$ cat src/rtl/scpts_pkg.sv
// Contract
// - Factory trim value is loaded into the oscillator trim register at reset.
// - Software may rewrite the trim register any time; it retunes at once.
// - Trim top bit selects low or high range; ranges overlap.
// - Lower seven trim bits tune monotonically inside the selected range.
// - Divide control bits 6..4 read zero and ignore writes.
// - Unlock bit sets only on a write of unlock one, all else zero.
// - Unlock clears four cycles after set, or at a select write.
// - Rewriting unlock while set neither restarts the window nor clears it.
// - Select changes only via unlock write then select write within four.
// - Select n of 0..8 divides master clock by two to the n.
// - Reset select is 0000, or 0011 when the divide-by-eight fuse is set.
// - Any legal select can be written after reset regardless of fuse.
// - The division slows CPU and all synchronous peripheral clocks.
// - Idle stops CPU, flash; noise keeps ADC, oscillator; deep stops all. Standby here keeps the oscillator running.
// - Noise and deep sleep wake only on level irq, pin change, watchdog. Noise here also wakes on nvm ready and ADC done.
// - Sleep entered by allow bit plus sleep instruction; mode field 00..11.
// - Division change gives no glitch nor a period shorter than either.
// - New division active between T1+T2 and T1+2xT2 after the write.
package scpts_pkg;
  localparam int         ADDR_W           = 8;
  localparam int         DATA_W           = 8;
  localparam int         SEL_W            = 4;
  localparam int         DIV_CNT_W        = 8;
  localparam logic [7:0] DIV_CTRL_OFFS    = 8'h26;
  localparam logic [7:0] TRIM_OFFS        = 8'h31;
  localparam logic [7:0] SLEEP_CTRL_OFFS  = 8'h35;
  localparam logic [7:0] CLK_STATUS_OFFS  = 8'h36;
  localparam int         UNLOCK_BIT       = 7;
  localparam logic [7:0] UNLOCK_PATTERN   = 8'h80;
  localparam logic [1:0] UNLOCK_CYCLES_M1 = 2'h3;
  localparam logic [3:0] SEL_FUSE_OFF     = 4'h0;
  localparam logic [3:0] SEL_FUSE_ON      = 4'h3;
  localparam logic [3:0] SEL_MAX          = 4'h8;
  localparam logic [7:0] TRIM_RESET       = 8'h80;
  localparam int         SLEEP_ALLOW_BIT  = 5;
  localparam int         SLEEP_MODE_LSB   = 3;
  localparam logic [2:0] WAKE_HALT_CYCLES = 3'h4;
  localparam logic [1:0] MODE_IDLE        = 2'h0;
  localparam logic [1:0] MODE_NOISE       = 2'h1;
  localparam logic [1:0] MODE_PDOWN       = 2'h2;
  localparam logic [1:0] MODE_STANDBY     = 2'h3;
  typedef enum logic [1:0] {
    SCPTS_AWAKE    = 2'b00,
    SCPTS_SLEEPING = 2'b01,
    SCPTS_WAKING   = 2'b11
  } scpts_state_t;
endpackage : scpts_pkg

$ cat src/rtl/scpts_clock_control.sv
// The strobed register port was decided locally.
`timescale 1ns/100ps
module scpts_clock_control
  import scpts_pkg::*;
(
  input  wire logic              clock,
  input  wire logic              rst,
  input  wire logic [ADDR_W-1:0] addr,
  input  wire logic [DATA_W-1:0] wdata,
  input  wire logic              wr,
  input  wire logic              rd,
  output logic      [DATA_W-1:0] rdata,
  input  wire logic [7:0]        factory_trim,
  input  wire logic              boot_divide_by_eight_fuse,
  input  wire logic              sleep_instr,
  input  wire logic              external_irq_line,
  input  wire logic              irq_level_mode,
  input  wire logic              pin_change_wake,
  input  wire logic              watchdog_wake,
  input  wire logic              nvm_ready_wake,
  input  wire logic              adc_done_wake,
  input  wire logic              other_io_wake,
  output logic      [7:0]        rc_osc_trim,
  output logic                   sys_tick,
  output logic                   cpu_clk_en,
  output logic                   flash_clk_en,
  output logic                   io_clk_en,
  output logic                   adc_clk_en,
  output logic                   osc_en,
  output logic                   sleeping
);
  logic         boot_done;
  logic         divide_change_unlock;
  logic [1:0]   unlock_left;
  logic [3:0]   divide_select;
  logic         sel_load;
  logic         sleep_allow;
  logic [1:0]   sleep_mode_select;
  logic [1:0]   active_mode;
  scpts_state_t state;
  scpts_state_t next_state;
  logic [2:0]   halt_left;
  logic         wake_req;
  logic         div_tick;
  logic         wr_div;
  logic         wr_trim;
  logic         wr_sleep;
  logic         unlock_req;
  logic         select_req;
  logic         select_legal;
  logic         domain_cpu;
  logic         domain_flash;
  logic         domain_io;
  logic         domain_adc;
  logic         domain_osc;

  assign wr_div       = wr && (addr == DIV_CTRL_OFFS);
  assign wr_trim      = wr && (addr == TRIM_OFFS);
  assign wr_sleep     = wr && (addr == SLEEP_CTRL_OFFS);
  assign unlock_req   = wr_div && (wdata == UNLOCK_PATTERN);
  assign select_req   = wr_div && !wdata[UNLOCK_BIT];
  assign select_legal = (wdata[SEL_W-1:0] <= SEL_MAX);

  // Straps and factory value are caught on the first edge after release
  always_ff @(posedge clock or posedge rst) begin
    if (rst) begin
      boot_done <= 1'b0;
    end else begin
      boot_done <= 1'b1;
    end
  end

  // Trim register; bit 7 is range, 6..0 fine value
  always_ff @(posedge clock or posedge rst) begin
    if (rst) begin
      rc_osc_trim <= TRIM_RESET;
    end else if (!boot_done) begin
      rc_osc_trim <= factory_trim;
    end else if (wr_trim) begin
      rc_osc_trim <= wdata; // Drives the oscillator directly
    end
  end

  // Unlock window: four cycles from set, not restartable
  always_ff @(posedge clock or posedge rst) begin
    if (rst) begin
      divide_change_unlock <= 1'b0;
      unlock_left          <= '0;
    end else if (divide_change_unlock) begin
      if (select_req || unlock_left == 2'h0) begin
        divide_change_unlock <= 1'b0;
      end else begin
        unlock_left <= unlock_left - 2'h1;
      end
    end else if (unlock_req) begin
      divide_change_unlock <= 1'b1;
      unlock_left          <= UNLOCK_CYCLES_M1;
    end
  end

  // Select field, guarded by the unlock window
  always_ff @(posedge clock or posedge rst) begin
    if (rst) begin
      divide_select <= SEL_FUSE_OFF;
      sel_load      <= 1'b0;
    end else if (!boot_done) begin
      divide_select <= boot_divide_by_eight_fuse ? SEL_FUSE_ON
                                                 : SEL_FUSE_OFF;
      sel_load      <= 1'b1;
    end else if (divide_change_unlock && select_req && select_legal) begin
      divide_select <= wdata[SEL_W-1:0];
      sel_load      <= 1'b1;
    end else begin
      // Reserved codes dropped; window still closes above
      sel_load      <= 1'b0;
    end
  end

  scpts_divider #(
    .SW (SEL_W),
    .CW (DIV_CNT_W)
  ) u_divider (
    .clock    (clock),
    .rst      (rst),
    .sel      (divide_select),
    .sel_load (sel_load),
    .tick     (div_tick)
  );

  // Every domain advances on the divided tick only
  always_ff @(posedge clock or posedge rst) begin
    if (rst) begin
      sys_tick <= 1'b0;
    end else begin
      sys_tick <= div_tick;
    end
  end

  // Sleep control register
  always_ff @(posedge clock or posedge rst) begin
    if (rst) begin
      sleep_allow       <= 1'b0;
      sleep_mode_select <= MODE_IDLE;
    end else if (wr_sleep) begin
      sleep_allow       <= wdata[SLEEP_ALLOW_BIT];
      sleep_mode_select <= wdata[SLEEP_MODE_LSB +: 2];
    end
  end

  scpts_wake u_wake (
    .clock      (clock),
    .rst        (rst),
    .mode       (active_mode),
    .irq_level  (external_irq_line && irq_level_mode),
    .irq_edge   (external_irq_line && !irq_level_mode),
    .pin_change (pin_change_wake),
    .watchdog   (watchdog_wake),
    .nvm_ready  (nvm_ready_wake),
    .adc_done   (adc_done_wake),
    .other_io   (other_io_wake),
    .wake       (wake_req)
  );

  always_comb begin
    case (state)
      SCPTS_AWAKE: begin
        if (sleep_instr && sleep_allow) begin
          next_state = SCPTS_SLEEPING;
        end else begin
          next_state = SCPTS_AWAKE;
        end
      end
      SCPTS_SLEEPING: begin
        next_state = wake_req ? SCPTS_WAKING : SCPTS_SLEEPING;
      end
      SCPTS_WAKING: begin
        next_state = (halt_left == 3'h0) ? SCPTS_AWAKE : SCPTS_WAKING;
      end
      default: begin
        next_state = SCPTS_AWAKE;
      end
    endcase
  end

  always_ff @(posedge clock or posedge rst) begin
    if (rst) begin
      state <= SCPTS_AWAKE;
    end else begin
      state <= next_state;
    end
  end

  // Mode latched at entry so later writes cannot change a sleep
  always_ff @(posedge clock or posedge rst) begin
    if (rst) begin
      active_mode <= MODE_IDLE;
    end else if (state == SCPTS_AWAKE) begin
      active_mode <= sleep_mode_select;
    end
  end

  // CPU held a few cycles after wake-up
  always_ff @(posedge clock or posedge rst) begin
    if (rst) begin
      halt_left <= '0;
    end else if (state == SCPTS_SLEEPING) begin
      halt_left <= WAKE_HALT_CYCLES - 3'h1;
    end else if (halt_left != 3'h0) begin
      halt_left <= halt_left - 3'h1;
    end
  end

  // Domain gating per mode
  always_comb begin
    domain_cpu   = 1'b1;
    domain_flash = 1'b1;
    domain_io    = 1'b1;
    domain_adc   = 1'b1;
    domain_osc   = 1'b1;
    if (state == SCPTS_SLEEPING) begin
      domain_cpu   = 1'b0;
      domain_flash = 1'b0;
      case (active_mode)
        MODE_IDLE: begin
          domain_io = 1'b1;
        end
        MODE_NOISE: begin
          domain_io = 1'b0;
        end
        MODE_PDOWN: begin
          domain_io  = 1'b0;
          domain_adc = 1'b0;
          domain_osc = 1'b0;
        end
        MODE_STANDBY: begin
          // Oscillator kept for the fast standby restart
          domain_io  = 1'b0;
          domain_adc = 1'b0;
        end
        default: begin
          domain_io = 1'b0;
        end
      endcase
    end else if (state == SCPTS_WAKING) begin
      domain_cpu   = 1'b0;
    end
  end

  always_ff @(posedge clock or posedge rst) begin
    if (rst) begin
      cpu_clk_en   <= 1'b1;
      flash_clk_en <= 1'b1;
      io_clk_en    <= 1'b1;
      adc_clk_en   <= 1'b1;
      osc_en       <= 1'b1;
      sleeping     <= 1'b0;
    end else begin
      cpu_clk_en   <= domain_cpu;
      flash_clk_en <= domain_flash;
      io_clk_en    <= domain_io;
      adc_clk_en   <= domain_adc;
      osc_en       <= domain_osc;
      sleeping     <= (state == SCPTS_SLEEPING);
    end
  end

  // Read data one cycle after the strobe; unmapped reads give zero
  always_ff @(posedge clock or posedge rst) begin
    if (rst) begin
      rdata <= '0;
    end else if (rd) begin
      case (addr)
        DIV_CTRL_OFFS: begin
          rdata <= {divide_change_unlock, 3'h0, divide_select};
        end
        TRIM_OFFS: begin
          rdata <= rc_osc_trim;
        end
        SLEEP_CTRL_OFFS: begin
          rdata <= {2'h0, sleep_allow, sleep_mode_select, 3'h0};
        end
        CLK_STATUS_OFFS: begin
          rdata <= {2'h0, sleeping, osc_en, adc_clk_en, io_clk_en,
                    flash_clk_en, cpu_clk_en};
        end
        default: begin
          rdata <= '0;
        end
      endcase
    end else begin
      rdata <= '0;
    end
  end
endmodule : scpts_clock_control

$ cat src/rtl/scpts_divider.sv
`timescale 1ns/100ps
module scpts_divider
  import scpts_pkg::*;
#(
  parameter int SW = SEL_W,
  parameter int CW = DIV_CNT_W
) (
  input  wire logic          clock,
  input  wire logic          rst,
  input  wire logic [SW-1:0] sel,
  input  wire logic          sel_load,
  output logic               tick
);
  logic [SW-1:0] active_sel;
  logic [SW-1:0] pend_sel;
  logic          pend;
  logic [CW-1:0] cnt;
  logic          boundary;

  function automatic logic [CW-1:0] scpts_mask(input logic [SW-1:0] s);
    logic [CW-1:0] m;
    m = '0;
    for (int i = 0; i < CW; i++) begin
      if (i < int'(s)) begin
        m[i] = 1'b1;
      end
    end
    return m;
  endfunction : scpts_mask

  // End of the current divided period
  assign boundary = ((cnt & scpts_mask(active_sel))
                     == scpts_mask(active_sel));

  always_ff @(posedge clock or posedge rst) begin
    if (rst) begin
      pend     <= 1'b0;
      pend_sel <= '0;
    end else if (sel_load) begin
      pend     <= 1'b1;
      pend_sel <= sel;
    end else if (boundary) begin
      pend     <= 1'b0;
    end
  end

  // Switch only at an old-period boundary: no short period
  always_ff @(posedge clock or posedge rst) begin
    if (rst) begin
      active_sel <= '0;
      cnt        <= '0;
    end else if (boundary && pend && !sel_load) begin
      active_sel <= pend_sel;
      cnt        <= '0;
    end else begin
      cnt        <= cnt + 1'b1;
    end
  end

  // One enable pulse per divided period, 2^n master cycles
  always_ff @(posedge clock or posedge rst) begin
    if (rst) begin
      tick <= 1'b0;
    end else begin
      tick <= boundary;
    end
  end
endmodule : scpts_divider

$ cat src/rtl/scpts_wake.sv
`timescale 1ns/100ps
module scpts_wake
  import scpts_pkg::*;
(
  input  wire logic       clock,
  input  wire logic       rst,
  input  wire logic [1:0] mode,
  input  wire logic       irq_level,
  input  wire logic       irq_edge,
  input  wire logic       pin_change,
  input  wire logic       watchdog,
  input  wire logic       nvm_ready,
  input  wire logic       adc_done,
  input  wire logic       other_io,
  output logic            wake
);
  logic next_wake;

  always_comb begin
    case (mode)
      MODE_IDLE: begin
        next_wake = irq_level | irq_edge | pin_change | watchdog
                    | nvm_ready | adc_done | other_io;
      end
      MODE_NOISE: begin
        // Edge irq needs the io clock, which is stopped here
        next_wake = irq_level | pin_change | watchdog | nvm_ready
                    | adc_done;
      end
      MODE_PDOWN, MODE_STANDBY: begin
        next_wake = irq_level | pin_change | watchdog;
      end
      default: begin
        next_wake = 1'b0;
      end
    endcase
  end

  always_ff @(posedge clock or posedge rst) begin
    if (rst) begin
      wake <= 1'b0;
    end else begin
      wake <= next_wake;
    end
  end
endmodule : scpts_wake

$ cat config.mk
export PLATFORM = sky130hd
export DESIGN_NAME = scpts_clock_control
export DESIGN_NICKNAME = d
export VERILOG_FILES = /design/src/rtl/scpts_pkg.sv /design/src/rtl/scpts_clock_control.sv /design/src/rtl/scpts_divider.sv /design/src/rtl/scpts_wake.sv
export SDC_FILE = /design/constraint.sdc
export NUM_CORES = 1
export LEC_CHECK = 0
export BUFFER_PORTS_ARGS = -buffer_cell sky130_fd_sc_hd__buf_2
export CAP_MARGIN = 20
export CORE_AREA = 2 2 79 81
export DETAILED_ROUTE_END_ITERATION = 10
export DIE_AREA = 0 0 81 83
export GPL_TIMING_DRIVEN = 0
export HOLD_SLACK_MARGIN = 0.02
export PLACE_DENSITY_LB_ADDON = 0.3
export SYNTH_ARGS = -nofsm -noshare
export SYNTH_HDL_FRONTEND = slang
export SYNTH_SLANG_ARGS = --single-unit
$ cat constraint.sdc
create_clock -name clock -period 2.08 [get_ports clock]
set_input_delay 0 -clock clock [delete_from_list [all_inputs] [get_ports clock]]
set_output_delay 0 -clock clock [all_outputs]
set_load 0.03 [all_outputs]
==> results.yml <==
critical_path:
  cp_top_family: "simple AND/OR/NAND/NOR gates"
  crit_chain: "or4_1, a222oi_1, nand4_1, nor3b_2, buf_6, mux2_4"
  critPathMaxFanout: 3
  timing.rr.start: "u_divider.active_sel[1]$_DFFE_PP0P_"
  crit_path_end_kind: "register"
  worst_r2r_path_depth: 6
  crit_path_top_delay_cell: "or4_1"
  crit_buf_inv: 1
  ff2ff_setup_slack_ns: -0.17
  cp_data_required_time_ns: 2.30
  reg2reg_to: "u_divider.active_sel[2]$_DFFE_PP0P_"
  slowest_delay_ns: 0.50
  startpoint_type: "register"
  path_class: "reg -> reg"
  arrival_ns: 2.47
  crit_start: "u_divider.active_sel[1]$_DFFE_PP0P_"
logic_synthesis:
  syn-num-nets: 278
  ys_types: 46
  synth_edf_count: 0
  synth_seq_cells: 61
  synth_ff_type: "dfrtp_1"
  ys_async_sr_fraction: 1.000
  synth_area_per_cell_sq_um: 11.41
  netlist_instances: 237
  syn_area_sq_um: 2705
  ys_seq_area_frac: 0.5671
  synth_warnings: 0
floorplan:
  ios: 60
  rows: 28
  die_w_um: 81
  start_util: 0.4651
  die-area_sq_um: 6723
  core-area_sq_um: 5816
  chipHeight_um: 83
timing:
  setup_viol: 12
  layout_setup_ws_ns: -0.1685
  slew_headroom: 0.5818
  maxSlewViolCount: 0
  worstMarginPinSlew_ns: 0.6251
  clock.fmax_mhz: 444.7
  rsz0062_at_grt: "yes"
  min_period_over_period: 1.081
  period_needed_ns: 2.249
  fin_setup_tns_ns: -1.239
  finalClockSkew_ns: 0.008943
  hold_viol_final: 0
  whs_ns: 0.04140
clock_tree:
  cts-root-buf: "clkbuf_8"
  clock_sinks: 61
  cts-htree-levels: 3
  insertion_delay_ns: 0.34
  cts_tree: "built"
  cts-buffers-inserted: 9
  cts.clk_slew.worst_paths_ns: 0.06
  clockBufferDepth: 2
placement:
  dp_slack_ns: -0.2939
  routabilityCongestion: 0.7531
  portBuffers: 58
  dpl.hpwl_um: 4070
global_routing:
  grt_usage: 0.2013
  grt_max_degree: 39
  grt-ovfl-total: 0
  antenna_found_initial: 0
  grt_pass1_vias: 2096
  grt_pass1_wl_um: 10010
pwr:
  vdd.ir_drop.worst_mv: 0.5424
  p_per_area_nw_per_um2: 987.3
  power_mw: 3.505
  power.static_leakage_nw: 1.747
route:
  drt_iter0_markers: 106
  postRouteAntennaNets: 0
  via_count: 2085
  drt_pass1_iterations: 4
  drc: 0
  avgViaCountPerCell: 5.024
  avgRoutedWirePerCell_um: 14.59
  routed_wl_um: 6055
layout:
  drive_gt1_frac: 0.3294
  antennaDiodeCount: 0
  area_delta_synth_final_pct: 31.22
  fin_util: 0.6104
  fill_cells: 492
  layout.nets: 376
run_status:
  status: "finished with violations"
  violations: "setup timing"
hold_path:
  hold_path_end: "divide_select[0]$_DFFE_PP0P_"
  min_from: "boot_divide_by_eight_fuse"
  hp-class: "in -> reg"
  hold_depth: 3
job:
  maxCapViolations: 0
==> through the flow <==
stage                     cells  instance area, sq um
after CTS                   414                  3537
after global placement      370                  3089
after floorplan             237                  2705
final                       415                  3550
after detailed placement    371                  3109
after global routing        415                  3550
==> layout by cell type, fill, tap and decap left out, types with 4 or more instances in the layout <==
cell type	netlist	final
buf_4	0	6
dfrtp_1	55	55
nand3_1	8	8
mux2_4	2	4
nand2_1	10	10
mux2i_1	7	7
clkbuf_8	0	10
dfstp_2	6	6
inv_1	17	16
o21ai_0	6	6
mux2_2	19	17
a22oi_1	4	4
dlygate4sd3_1	0	22
clkbuf_1	4	8
xnor2_1	4	4
ha_1	4	4
nor2_1	30	30
a21oi_1	9	9
buf_2	0	58
==> kinds of logic after synthesis <==
logic type | count (synthesis) | share of synthesized area
and+or+nand+nor | 79 | 0.1508
DFF | 61 | 0.5671
AOI/OAI and AO/OA | 35 | 0.09020
muxes | 28 | 0.1161
buffers and inverters | 22 | 0.03330
xor gates and xnor gates | 7 | 0.02266
adders and majority gates | 4 | 0.01850
other | 1 | 0.001386
==> sequential cells by signal, indices dropped and copies added, names as in the netlist, 2 cells and up <==
register / flops
divide_select: 4
halt_left: 3
rdata: 8
state: 2
u_divider.cnt: 8
active_mode: 2
u_divider.active_sel: 4
u_divider.pend_sel: 4
rc_osc_trim: 8
sleep_mode_select: 2
unlock_left: 2
==> metal layers <==
metal  GRT usage  up-vias  wire length (um)
li1            -     1032                 -
met1      0.2439      989              2598
met2      0.3178       58              3035
met3     0.08370        6               337
met4     0.07550        0                83
met5           0        -                 0
==> synthesized netlist by cell type (2+ instances only) <==
cell	number	area (sq um)
nor3_1	3	15.01
clkbuf_1	4	15.01
nor4_1	3	18.77
nand2b_1	2	12.51
nand3_1	8	40.04
a21oi_1	9	45.04
nand4_1	2	12.51
nand3b_1	2	15.01
nor2b_1	3	18.77
inv_1	17	63.81
a222oi_1	2	20.02
mux2i_1	7	70.07
nor2_1	30	112.6
a22oi_1	4	30.03
dfstp_2	6	157.7
ha_1	4	50.05
and3b_1	2	17.52
or4_1	2	15.01
and2_1	2	12.51
xor2_1	3	26.28
dfrtp_1	55	1376
o21ai_0	6	30.03
xnor2_1	4	35.03
mux2_4	2	30.03
nand2_1	10	37.54
a211oi_1	2	15.01
a32oi_1	3	26.28
and3_1	3	18.77
a221o_1	2	20.02
mux2_2	19	214.0
==> where the power goes <==
part | internal [mW] | leakage, nW | switching, mW | total [mW]
clock network | 0.462 | 0.0844 | 0.424 | 0.887
logic | 0.494 | 0.901 | 0.522 | 1.02
registers | 1.42 | 0.762 | 0.178 | 1.60
==> worst reg2reg max path, stage by stage, from the launching register on <==
cell and delay, ns:
dfrtp_1 0.40, or4_1 0.50, a222oi_1 0.33, nand4_1 0.19
nor3b_2 0.28, buf_6 0.16, mux2_4 0.29
==> timing repair <==
item	CTS	global route
pin swaps	4	3
endpoints found under the hold margin	41	0
resized for setup	2	1
endpoints found under the setup margin	12	16
buffers inserted	5	1
hold buffers	22	0
==> worst max-delay path by stage <==
stage / endpoint / slack, ns / depth (start not counted)
final: u_divider.active_sel[2]$_DFFE_PP0P_ / -0.17 / 6
after detailed placement: u_divider.active_sel[2]$_DFFE_PP0P_ / -0.29 / 6
after global routing: u_divider.active_sel[3]$_DFFE_PP0P_ / -0.29 / 6
after CTS: u_divider.active_sel[0]$_DFFE_PP0P_ / -0.22 / 6
after floorplan: u_divider.active_sel[1]$_DFFE_PP0P_ / -0.11 / 6
after global placement: u_divider.active_sel[2]$_DFFE_PP0P_ / -0.26 / 6
==> cell type report <==
cell class	instances	area [sq um]	share of cell area
Clock inverter	2	10.01	0.002820
Tap cell	75	93.84	0.02644
Sequential cell	61	1534	0.4321
Timing Repair Buffer	87	575.6	0.1621
Multi-Input combinational cell	154	1094	0.3081
Buffer	5	26.28	0.007402
Clock buffer	14	152.6	0.04300
Inverter	17	63.81	0.01798
Power figures use the tool's default switching activity.
